<file path="src/design/ebcs_pkg.sv">
// package for the external bus cycle sequencer: phase states, timing
// fields and counts shared by the sequencer and its phase timer.
// assumes one cpu clock drives every flip-flop of the block.
package ebcs_pkg;

  // ----------------------------------------------------------------
  // phase states, one-hot
  // ----------------------------------------------------------------
  typedef enum logic [5:0] {
    ST_IDLE = 6'h01,
    ST_AB   = 6'h02,
    ST_C    = 6'h04,
    ST_D    = 6'h08,
    ST_E    = 6'h10,
    ST_F    = 6'h20
  } ebcs_phase_t;

  // ----------------------------------------------------------------
  // chip_select_timing_cfg field layout
  // ----------------------------------------------------------------
  localparam int CFG_W = 14;         // width of the timing word
  localparam int CFG_AB_POS = 0;     // 0: one period, 1: two periods
  localparam int CFG_ABX_POS = 1;    // 2 bits, window change extension
  localparam int CFG_C_POS = 3;      // 2 bits, command delay
  localparam int CFG_D_POS = 5;      // 1 bit, write setup / turnaround
  localparam int CFG_E_POS = 6;      // 5 bits, access length minus one
  localparam int CFG_F_POS = 11;     // 2 bits, hold length
  localparam int CFG_MUX_POS = 13;   // 1: shared_addr_data_mode

  // ----------------------------------------------------------------
  // widths and reset values
  // ----------------------------------------------------------------
  localparam int LEN_W = 6;          // holds up to 63 periods; longest phase is 32
  localparam int ADDR_W = 24;        // external address width
  localparam int DATA_W = 16;        // external data width
  localparam int WIN_W = 3;          // address window index width
  localparam logic [LEN_W-1:0] LEN_ONE = 6'h01;
  localparam logic [WIN_W-1:0] WIN_RST = 3'h0;

  // ----------------------------------------------------------------
  // timing: cpu clock period in ns, counts are in cpu periods
  // ----------------------------------------------------------------
  localparam int CPU_CLK_PERIOD_NS = 100;

endpackage

</file>
<file path="src/design/ebcs_sequencer.sv">
// external bus cycle sequencer: runs one bus cycle per accepted request
// through setup, command delay, write setup, access and hold phases.
// assumes requests and timing come from logic on core_clk_i; only the
// read data pins come from outside and are synchronised here.
`timescale 1ns/1ns
`default_nettype none
module ebcs_sequencer (
  // clock and reset
  input wire logic core_clk_i,
  input wire logic rst_i,
  // request side
  input wire logic req_i,
  output logic req_ready_o,
  input wire logic req_we_i,
  input wire logic req_byte_hi_i,
  input wire logic [ebcs_pkg::WIN_W-1:0] req_window_i,
  input wire logic [ebcs_pkg::ADDR_W-1:0] req_addr_i,
  input wire logic [ebcs_pkg::DATA_W-1:0] req_wdata_i,
  input wire logic [ebcs_pkg::CFG_W-1:0] chip_select_timing_cfg_i,
  // answer side
  output logic rdata_valid_o,
  output logic [ebcs_pkg::DATA_W-1:0] rdata_o,
  output logic cycle_done_o,
  // bus pins
  output logic bus_reference_clock_out_o,
  output logic [ebcs_pkg::ADDR_W-1:0] addr_o,
  output logic ale_o,
  output logic rd_n_o,
  output logic wr_n_o,
  output logic upper_byte_select_n_o,
  input wire logic [ebcs_pkg::DATA_W-1:0] data_i,
  output logic [ebcs_pkg::DATA_W-1:0] data_o,
  output logic data_oe_o
);

  // ----------------------------------------------------------------
  // latched request
  // ----------------------------------------------------------------
  logic we; // cycle is a write
  logic byte_hi; // upper byte selected
  logic [ebcs_pkg::ADDR_W-1:0] addr; // cycle address
  logic [ebcs_pkg::DATA_W-1:0] wdata; // write data
  logic [ebcs_pkg::CFG_W-1:0] cfg; // timing of this cycle
  logic [ebcs_pkg::WIN_W-1:0] prev_win; // window of last cycle
  logic win_seen; // a cycle has run since reset
  logic win_chg; // this cycle changed window
  ebcs_pkg::ebcs_phase_t st;
  ebcs_pkg::ebcs_phase_t next_st;

  wire take = req_i & req_ready_o;
  assign req_ready_o = (st == ebcs_pkg::ST_IDLE);

  // ----------------------------------------------------------------
  // phase lengths
  // ----------------------------------------------------------------
  wire mux = cfg[ebcs_pkg::CFG_MUX_POS];
  function automatic logic [5:0] setup_len(
      input logic [ebcs_pkg::CFG_W-1:0] c, input logic chg);
    setup_len = (c[ebcs_pkg::CFG_AB_POS] ? 6'h02 : 6'h01) +
                (chg ? {4'h0, c[ebcs_pkg::CFG_ABX_POS +: 2]} : 6'h00);
  endfunction
  wire take_chg = !win_seen || (req_window_i != prev_win);
  wire [5:0] len_ab = setup_len(cfg, win_chg);
  wire [5:0] take_len_ab = setup_len(chip_select_timing_cfg_i, take_chg);
  wire [5:0] len_c = {4'h0, cfg[ebcs_pkg::CFG_C_POS +: 2]};
  wire [5:0] len_d = {5'h00, cfg[ebcs_pkg::CFG_D_POS]};
  wire [5:0] len_e = {1'b0, cfg[ebcs_pkg::CFG_E_POS +: 5]}
                     + ebcs_pkg::LEN_ONE;
  wire [5:0] len_f = {4'h0, cfg[ebcs_pkg::CFG_F_POS +: 2]};

  // phase after the current one, skipping phases of zero length
  function automatic ebcs_pkg::ebcs_phase_t phase_after(
      input ebcs_pkg::ebcs_phase_t p,
      input logic c_on, input logic d_on, input logic f_on);
    case (p)
      ebcs_pkg::ST_AB: phase_after = c_on ? ebcs_pkg::ST_C :
                       d_on ? ebcs_pkg::ST_D : ebcs_pkg::ST_E;
      ebcs_pkg::ST_C: phase_after = d_on ? ebcs_pkg::ST_D :
                      ebcs_pkg::ST_E;
      ebcs_pkg::ST_D: phase_after = ebcs_pkg::ST_E;
      ebcs_pkg::ST_E: phase_after = f_on ? ebcs_pkg::ST_F :
                      ebcs_pkg::ST_IDLE;
      default: phase_after = ebcs_pkg::ST_IDLE;
    endcase
  endfunction

  // length of a phase, used only for the timer load
  function automatic logic [5:0] phase_len(input ebcs_pkg::ebcs_phase_t p,
      input logic [5:0] lab, input logic [5:0] lc, input logic [5:0] ld,
      input logic [5:0] le, input logic [5:0] lf);
    case (p)
      ebcs_pkg::ST_AB: phase_len = lab;
      ebcs_pkg::ST_C: phase_len = lc;
      ebcs_pkg::ST_D: phase_len = ld;
      ebcs_pkg::ST_E: phase_len = le;
      ebcs_pkg::ST_F: phase_len = lf;
      default: phase_len = 6'h01;
    endcase
  endfunction

  // ----------------------------------------------------------------
  // phase sequencing
  // ----------------------------------------------------------------
  logic ph_done; // last period of the current phase
  wire [5:0] next_len = (st == ebcs_pkg::ST_IDLE) ? take_len_ab :
    phase_len(next_st, len_ab, len_c, len_d, len_e, len_f);
  wire ph_load = (next_st != st);

  // the setup length comes from the incoming request while idle, as the
  // latched copy lags one edge; idle always lasts at least one period
  always_comb begin
    next_st = st;
    case (st)
      ebcs_pkg::ST_IDLE: begin
        if (take) begin
          next_st = ebcs_pkg::ST_AB;
        end
      end
      ebcs_pkg::ST_AB, ebcs_pkg::ST_C, ebcs_pkg::ST_D, ebcs_pkg::ST_E,
      ebcs_pkg::ST_F: begin
        if (ph_done) begin
          next_st = phase_after(st, len_c != 6'h00, len_d != 6'h00,
                                len_f != 6'h00);
        end
      end
      default: next_st = ebcs_pkg::ST_IDLE;
    endcase
  end

  // timer is loaded on every phase change except into idle, with the new phase length
  ebcs_phase_timer #(.W(ebcs_pkg::LEN_W)) u_timer (
    .core_clk_i(core_clk_i),
    .rst_i(rst_i),
    .load_i(ph_load & (next_st != ebcs_pkg::ST_IDLE)),
    .len_i(next_len),
    .done_o(ph_done)
  );

  // state register
  always_ff @(posedge core_clk_i or posedge rst_i) begin
    if (rst_i) begin
      st <= ebcs_pkg::ST_IDLE;
    end else begin
      st <= next_st;
    end
  end

  // request capture and window tracking
  always_ff @(posedge core_clk_i or posedge rst_i) begin
    if (rst_i) begin
      we <= 1'b0;
      byte_hi <= 1'b0;
      addr <= '0;
      wdata <= '0;
      cfg <= '0;
      prev_win <= ebcs_pkg::WIN_RST;
      win_seen <= 1'b0;
      win_chg <= 1'b0;
    end else if (take) begin
      we <= req_we_i;
      byte_hi <= req_byte_hi_i;
      addr <= req_addr_i;
      wdata <= req_wdata_i;
      cfg <= chip_select_timing_cfg_i;
      prev_win <= req_window_i;
      win_seen <= 1'b1;
      // the first cycle after reset counts as a window change
      win_chg <= take_chg;
    end
  end

  // ----------------------------------------------------------------
  // pin outputs, registered from the next phase
  // ----------------------------------------------------------------
  logic [ebcs_pkg::DATA_W-1:0] rd_meta; // first sync stage
  logic [ebcs_pkg::DATA_W-1:0] rd_sync; // second sync stage
  wire n_ab = (next_st == ebcs_pkg::ST_AB);
  wire n_e = (next_st == ebcs_pkg::ST_E);
  wire n_act = (next_st != ebcs_pkg::ST_IDLE);
  // on the taking edge the latched copy still holds the last cycle
  wire n_we = take ? req_we_i : we;
  wire n_hi = take ? req_byte_hi_i : byte_hi;
  wire n_mux = take ? chip_select_timing_cfg_i[ebcs_pkg::CFG_MUX_POS] : mux;
  wire [ebcs_pkg::ADDR_W-1:0] n_addr = take ? req_addr_i : addr;
  wire [ebcs_pkg::DATA_W-1:0] n_wd = take ? req_wdata_i : wdata;
  // mux turnaround keeps the shared pins released
  wire n_wdrive = n_we && !n_ab && n_act &&
                  !(n_mux && next_st == ebcs_pkg::ST_D);
  wire n_oe = (n_mux && n_ab) || n_wdrive;
  wire [15:0] n_data = (n_mux && n_ab) ? n_addr[15:0] : n_wd;
  wire rd_end = (st == ebcs_pkg::ST_E) && !n_e && !we;

  // the reference clock is the cpu clock itself, so its period matches
  // one phase unit and every pin changes on its rising edge
  assign bus_reference_clock_out_o = core_clk_i;

  // two stages on the read pins; only the second stage is read
  always_ff @(posedge core_clk_i or posedge rst_i) begin
    if (rst_i) begin
      rd_meta <= '0;
      rd_sync <= '0;
    end else begin
      rd_meta <= data_i;
      rd_sync <= rd_meta;
    end
  end

  // strobes, address and data pins
  always_ff @(posedge core_clk_i or posedge rst_i) begin
    if (rst_i) begin
      addr_o <= '0;
      ale_o <= 1'b0;
      rd_n_o <= 1'b1;
      wr_n_o <= 1'b1;
      upper_byte_select_n_o <= 1'b1;
      data_o <= '0;
      data_oe_o <= 1'b0;
    end else begin
      // address and write data stay put through hold
      addr_o <= n_act ? n_addr : addr_o;
      ale_o <= n_mux && n_ab;
      rd_n_o <= !(n_e && !n_we);
      wr_n_o <= !(n_e && n_we);
      upper_byte_select_n_o <= !(n_act && n_hi);
      data_o <= n_data;
      data_oe_o <= n_oe;
    end
  end

  // read data latched on the edge that raises the read strobe
  always_ff @(posedge core_clk_i or posedge rst_i) begin
    if (rst_i) begin
      rdata_o <= '0;
      rdata_valid_o <= 1'b0;
      cycle_done_o <= 1'b0;
    end else begin
      rdata_o <= rd_end ? rd_sync : rdata_o;
      rdata_valid_o <= rd_end;
      cycle_done_o <= n_act == 1'b0 && st != ebcs_pkg::ST_IDLE;
    end
  end

  // ----------------------------------------------------------------
  // checks
  // ----------------------------------------------------------------
  logic [5:0] dwell; // periods spent in the current phase
  always_ff @(posedge core_clk_i or posedge rst_i) begin
    if (rst_i) begin
      dwell <= 6'h01;
    end else begin
      dwell <= ph_load ? 6'h01 : dwell + 6'h01;
    end
  end
  wire leave = ph_load && st != ebcs_pkg::ST_IDLE;
endmodule
`default_nettype wire

</file>
<file path="src/design/ebcs_phase_timer.sv">
// down-counter that times the length of one bus cycle phase.
// assumes load_i is pulsed on the edge that enters a phase.
`timescale 1ns/1ns
`default_nettype none
module ebcs_phase_timer #(
  parameter int W = 6
) (
  // clock and reset
  input wire logic core_clk_i,
  input wire logic rst_i,
  // control
  input wire logic load_i,
  input wire logic [W-1:0] len_i,
  // status
  output logic done_o
);

  // ----------------------------------------------------------------
  // counter
  // ----------------------------------------------------------------
  logic [W-1:0] cnt; // periods left in the phase, counting this one
  logic [W-1:0] next_cnt;

  // done in the last period of the phase, so the fsm leaves on the edge
  assign done_o = (cnt == {{(W-1){1'b0}}, 1'b1});
  assign next_cnt = load_i ? len_i :
                    (cnt > {{(W-1){1'b0}}, 1'b1}) ? cnt - 1'b1 : cnt;

  // counter register; rests at one so an idle timer reads done
  always_ff @(posedge core_clk_i or posedge rst_i) begin
    if (rst_i) begin
      cnt <= {{(W-1){1'b0}}, 1'b1};
    end else begin
      cnt <= next_cnt;
    end
  end

endmodule
`default_nettype wire

</file>
<file path="config.mk">
export PLATFORM = sky130hd
export DESIGN_NAME = ebcs_sequencer
export DESIGN_NICKNAME = d
export VERILOG_FILES = /design/src/design/ebcs_pkg.sv /design/src/design/ebcs_sequencer.sv /design/src/design/ebcs_phase_timer.sv
export SDC_FILE = /design/constraint.sdc
export NUM_CORES = 1
export LEC_CHECK = 0
export BUFFER_PORTS_ARGS = -buffer_cell sky130_fd_sc_hd__buf_2
export CAP_MARGIN = 20
export CORE_MARGIN = 2
export CORE_UTILIZATION = 50
export CTS_BUF_LIST = sky130_fd_sc_hd__clkbuf_16
export DETAILED_ROUTE_END_ITERATION = 12
export GPL_TIMING_DRIVEN = 0
export HOLD_SLACK_MARGIN = 0.05
export PLACE_DENSITY = 0.76
export SLEW_MARGIN = 15
export SYNTH_ARGS = -nofsm -noshare
export SYNTH_HDL_FRONTEND = slang
export SYNTH_SLANG_ARGS = --single-unit
</file>
<file path="constraint.sdc">
create_clock -name core_clk_i -period 13.8 [get_ports core_clk_i]
set_clock_uncertainty 0.2 [all_clocks]
set_input_delay 1.38 -clock core_clk_i [delete_from_list [all_inputs] [get_ports core_clk_i]]
set_output_delay 1.38 -clock core_clk_i [all_outputs]
set_load 0.02 [all_outputs]
</file>
==> results of run 1 <==
final cells by class:
class | count | area (um^2) | share of cell area
repair buffers | 142 | 733 | 0.0873
plain buffers | 24 | 163 | 0.0194
well taps | 176 | 220 | 0.0262
clock inverters | 15 | 210 | 0.0250
clock buffers | 21 | 505 | 0.0602
multi-input cells | 326 | 2240 | 0.267
flip-flops and latches | 168 | 4210 | 0.501
inverters | 29 | 116 | 0.0138
sequential cells by signal, indices dropped and copies added, names as in the netlist, 3 cells and up:
signal / cells
addr_o: 24
data_o: 16
prev_win: 3
addr: 24
rdata_o: 16
rd_sync: 16
st: 6
wdata: 16
rd_meta: 16
u_timer.cnt: 6
cfg: 14
critical path, stage by stage:
cell	delay (ns)
clkbuf_16	0.12
clkbuf_16	0.13
buf_4	0.12
buf_2	0.15
cell usage in the layout, fill, tap and decap left out, drive strengths merged, types with 2 or more instances in the layout:
| cell type | netlist | routed |
|---|---|---|
| mux2i | 17 | 17 |
| nand2 | 140 | 140 |
| bufinv | 0 | 4 |
| a222oi | 2 | 2 |
| nand4 | 4 | 4 |
| o21ai | 10 | 10 |
| nor4 | 5 | 5 |
| clkbuf | 4 | 24 |
| or4 | 3 | 3 |
| o41ai | 2 | 2 |
| nor2 | 11 | 11 |
| a31oi | 2 | 2 |
| a41oi | 2 | 2 |
| ha | 5 | 5 |
| a21oi | 5 | 5 |
| a21boi | 2 | 2 |
| fa | 2 | 2 |
| mux2 | 56 | 56 |
| and4b | 2 | 2 |
| dfstp | 5 | 5 |
| and2 | 7 | 7 |
| buf | 20 | 163 |
| dfrtp | 163 | 163 |
| inv | 29 | 37 |
| a22o | 3 | 3 |
| nor2b | 3 | 3 |
| xor2 | 6 | 6 |
| or3 | 3 | 3 |
| nand2b | 6 | 6 |
| or2 | 2 | 2 |
| clkinv | 0 | 2 |
| xnor2 | 5 | 5 |
| nand3 | 2 | 2 |
cell families after synthesis:
kind of cell | synth area share
muxes | 0.124
adders and majority gates | 0.0153
AOI/OAI and AO/OA | 0.0525
buffers and inverters | 0.0404
DFF | 0.626
and+or+nand+nor | 0.127
xor gates and xnor gates | 0.0143
worst paths after layout:
kind / start / endpoint / slack (ns) / depth (start not counted)
setup / recovery: core_clk_i / bus_reference_clock_out_o / 4.81 / 4
hold / removal: rd_meta[1]$_DFF_PP0_ / rd_sync[1]$_DFF_PP0_ / 0.15 / 0
setup reg to reg: st[3]$_DFF_PP0_ / addr_o[16]$_DFFE_PP0P_ / 10.65 / 8
hold reg to reg: rd_meta[1]$_DFF_PP0_ / rd_sync[1]$_DFF_PP0_ / 0.15 / 0
max in group asynchronous: rst_i / upper_byte_select_n_o$_DFF_PP1_ / 11.86 / 3
min in group asynchronous: rst_i / ale_o$_DFF_PP0_ / 0.71 / 2
per-stage QoR:
| step | utilization | instances | setup slack, ns | hold WS (ns) | cell area (um^2) |
|---|---|---|---|---|---|
| final | 0.637 | 901 | 4.81 | 0.146 | 8400 |
| after CTS | 0.637 | 901 | 4.80 | 0.148 | 8400 |
| after global placement | 0.580 | 865 | 5.07 | 0.132 | 7660 |
| after floorplan | - | 547 | 5.19 | 0.131 | 6730 |
| after detailed placement | 0.583 | 866 | 5.07 | 0.136 | 7690 |
| after global routing | 0.637 | 901 | 4.80 | 0.152 | 8400 |
cell usage after synthesis (5+ instances only):
cell type	number	area, um^2
xnor2_1	5	43.8
mux2i_1	17	170
xor2_1	6	52.6
inv_1	28	105
dfrtp_1	163	4080
a21oi_1	5	25.0
mux2_2	44	495
buf_2	9	45.0
nand2_1	139	522
dfstp_2	5	131
nor2_1	9	33.8
ha_1	5	62.6
and2_1	7	43.8
o21ai_0	10	50.1
mux2_4	9	135
nand2b_1	6	37.5
routing by layer:
layer / vias to the layer above / wire (um) / track usage
met5: - / 0 / 0
met4: 0 / 447 / 0.115
met3: 30 / 1090 / 0.0760
met2: 150 / 7320 / 0.349
met1: 2287 / 6180 / 0.272
li1: 2149 / - / -
power groups by stage:
stage	combinational, mW	sequential (mW)	clock (mW)
CTS	0.677	0.755	0.574
global placement	0.647	0.752	0.0107
detailed placement	0.669	0.757	0.0107
floorplan	0.395	0.827	0.00847
global route	0.738	0.772	0.594
finish	0.671	0.754	0.563
==> impl_metrics.yaml, run 1 <==
power:
  internal_power_mw: 1.29
  power_mw: 1.99
  switchingPower_mw: 0.698
  swShare: 0.351
  p_leak_nw: 4.30
  power_frac_comb: 0.338
  power_density_mw_per_mm2: 237
  p_clk_frac: 0.283
  seqPwrFrac: 0.379
  irDropWorstVdd_uv: 154
clocking:
  cts.reportedPaths.clkPinSlew_ns: 0.06
  insertion_delay_ns: 0.54
  cts_tree: "built"
  cts_resized: 0
  postCtsSetupBuffers: 0
  hold_buffers: 0
logic_synthesis:
  ys_warn_count: 0
  synth_edf_count: 0
  synth_area_per_cell_um2: 12.3
  syn_inst: 547
  synthArstFlopShare: 1.00
  ys.flop_type: "dfrtp_1"
  yosysSeqAreaShare: 0.626
  netlist_area_mm2: 0.00673
  synth_seq_cells: 168
  yosysUniqueCellTypes: 62
  synth_fp_nets: 632
global_route:
  gr-total-overflow: 0
  grt_pass1_wl_um: 24200
  antenna_found_initial: 0
  grt.total_usage: 0.222
  grt_max_degree: 88
  first_global_vias: 4881
die:
  die_w_um: 120
  die_area_mm2: 0.0144
  rows: 42
  core_mm2: 0.0132
  die_y_um: 120
  initial_core_util: 0.510
  pin_count: 143
timing:
  finalSetupViolCount: 0
  fin_tns_setup_ns: 0
  hold_viol: 0
  max_slew_margin: 0.522
  maxSlewViolCount: 0
  worst_pin_slew_ns: 0.711
  rsz0062_at_grt: "false"
routing:
  vias: 4616
  ant_nets: 0
  wl_per_cell_um: 16.7
  dr.pass1.iters: 4
  drt_iter0_markers: 287
  vias_per_cell: 5.12
  drt_drc_violations_left: 0
  drt-total-wl_um: 15000
finish:
  syn_to_final_growth_pct: 24.9
  fill_cells: 1010
  antenna_cells: 0
  drive_gt1_frac: 0.366
  nets: 797
placed_design:
  placement.io_buffers: 142
  hpwl_um: 10100
  place_congestion: 0.909
hold_path:
  hold_path.class: "flip-flop to flip-flop"
job:
  drv_cap: 0
status:
  outcome: "completed"
critical_path:
  crit_arrival_ns: 7.41
  path_class: "clock port to primary output"
  start_kind: "clock port"
  cp_max_fo: 2
  crit_path_end_kind: "primary output"
  cp.required_ns: 12.22
Note: power is estimated with default switching activity, not from simulation.
==> run 2, diff against run 1 <==
- CORE_UTILIZATION: 50 -> 49
- PLACE_DENSITY: 0.76 -> 0.78
- clock period: 13.8 -> 8 ns (I/O delays scaled with it)
==> run 2 against run 1 <==
Net effect: combinational power grew 73%; worst setup slack worse by 2.3 ns; register-to-register slack lost 5.8 ns; die area rose by 2.0%; utilization fell by 1.2 points; worst hold slack worse by 0.063 ns; critical path depth unchanged; via count up 0.74%; power increased by 68%; largest cell class unchanged; sequential cell count unchanged; clock power is 58% higher; non-clock buffer count did not move; largest power group unchanged.
==> impl_metrics.yaml, run 2 (synthesis gave the netlist of run 1 again) <==
status:
  outcome: "completed"
clocking:
  cts.reportedPaths.clkPinSlew_ns: 0.06
  insertion_delay_ns: 0.54
  hold_buffers: 0
  postCtsSetupBuffers: 0
  cts_resized: 0
  cts_tree: "built"
power:
  irDropWorstVdd_uv: 268
  p_leak_nw: 4.28
  power_density_mw_per_mm2: 401
  power_mw: 3.35
critical_path:
  path_class: "clock port to primary output"
  crit_arrival_ns: 4.51
  start_kind: "clock port"
  rrSetupSlack_ns: 4.86
  cp.required_ns: 7.00
  crit_path_end_kind: "primary output"
  cp_max_fo: 2
  rr_worst_depth: 8
  r2r-end: "addr_o[14]$_DFFE_PP0P_"
  timing.rr.start: "st[3]$_DFF_PP0_"
die:
  die_w_um: 121
  initial_core_util: 0.504
  die_area_mm2: 0.0147
  die_y_um: 121
  rows: 42
  pin_count: 143
  core_mm2: 0.0133
timing:
  maxSlewViolCount: 0
  finalSetupViolCount: 0
  max_slew_margin: 0.518
  fin_tns_setup_ns: 0
  hold_viol: 0
  setup_ws_ns: 2.49
  holdWs_ns: 0.0835
  worst_pin_slew_ns: 0.717
  rsz0062_at_grt: "false"
finish:
  drive_gt1_frac: 0.366
  regArea_mm2: 0.00421
  multi_input_area_mm2: 0.00224
  mostFrequentLayoutCells: "163 x dfrtp_1, 151 x buf_2, 139 x nand2_1"
  fill_cells: 1060
  fin_util: 0.625
  reg_top3: "addr: 24 flops, addr_o: 24 flops"
  final_common_cell: "dfrtp_1"
  syn_to_final_growth_pct: 24.0
  antenna_cells: 0
  nets: 797
routing:
  wl_per_cell_um: 16.2
  vias_per_cell: 5.16
  vias: 4650
  drt_drc_violations_left: 0
  drt-total-wl_um: 14600
  dr.pass1.iters: 5
  drt_iter0_markers: 214
  ant_nets: 0
placed_design:
  hpwl_um: 9990
  placement.io_buffers: 142
  pre_cts_slack_ns: 2.75
  place_congestion: 0.891
global_route:
  first_global_vias: 4909
  antenna_found_initial: 0
  grt_max_degree: 108
  gr-total-overflow: 0
  grt_pass1_wl_um: 23900
  grt.total_usage: 0.214
job:
  drv_cap: 0
hold_path:
  hold_path.class: "input pin to asynchronous set/reset pin"
==> run 2: cell types whose count changed in the layout (fill, tap and decap cells not counted) <==
cell,change
bufinv_16,-2
clkinv_2,+4
clkinv_4,-1
clkinvlp_4,+1
inv_6,-1
inv_8,-1
==> run 2: layout make-up <==
cell class	instances	share of cell area
Clock buffer	21	0.0606
Multi-Input combinational cell	326	0.269
Timing Repair Buffer	142	0.0879
Tap cell	176	0.0264
Buffer	24	0.0195
Sequential cell	168	0.505
Clock inverter	15	0.0179
Inverter	29	0.0140
==> run 2: how the worst max path moves through the flow <==
stage / cells past startpoint / endpoint / startpoint / slack [ns]
after detailed placement: 2 / bus_reference_clock_out_o / core_clk_i / 2.75
after CTS: 4 / bus_reference_clock_out_o / core_clk_i / 2.48
after global placement: 2 / rd_meta[6]$_DFF_PP0_ / rst_i / 1.01
after global routing: 4 / bus_reference_clock_out_o / core_clk_i / 2.47
final: 4 / bus_reference_clock_out_o / core_clk_i / 2.49
after floorplan: 1 / addr[0]$_DFF_PP0_ / rst_i / 2.46
==> run 2: through the flow <==
stage / cells / cell area [um^2]
after global placement: 865 / 7660
after detailed placement: 866 / 7690
after global routing: 901 / 8340
after floorplan: 547 / 6730
after CTS: 901 / 8340
final: 901 / 8340
==> run 2: worst max-delay path: stages <==
cell       delay [ns]
clkbuf_16        0.12
clkbuf_16        0.13
buf_4            0.11
buf_2            0.15
==> run 2: power breakdown <==
| group | switching [mW] | leakage [nW] | internal, mW |
|---|---|---|---|
| combinational | 0.683 | 1.89 | 0.473 |
| sequential | 0.148 | 2.05 | 1.15 |
| clock | 0.358 | 0.330 | 0.534 |
==> run 2: per-layer routing <==
layer  wire length (um)  share of wire  GRT usage  vias up
li1                   -              -          -     2153
met1               6060           0.42      0.275     2300
met2               7010           0.48      0.326      170
met3               1190          0.082     0.0818       27
met4                292          0.020     0.0876        0
met5                  0              0          0        -
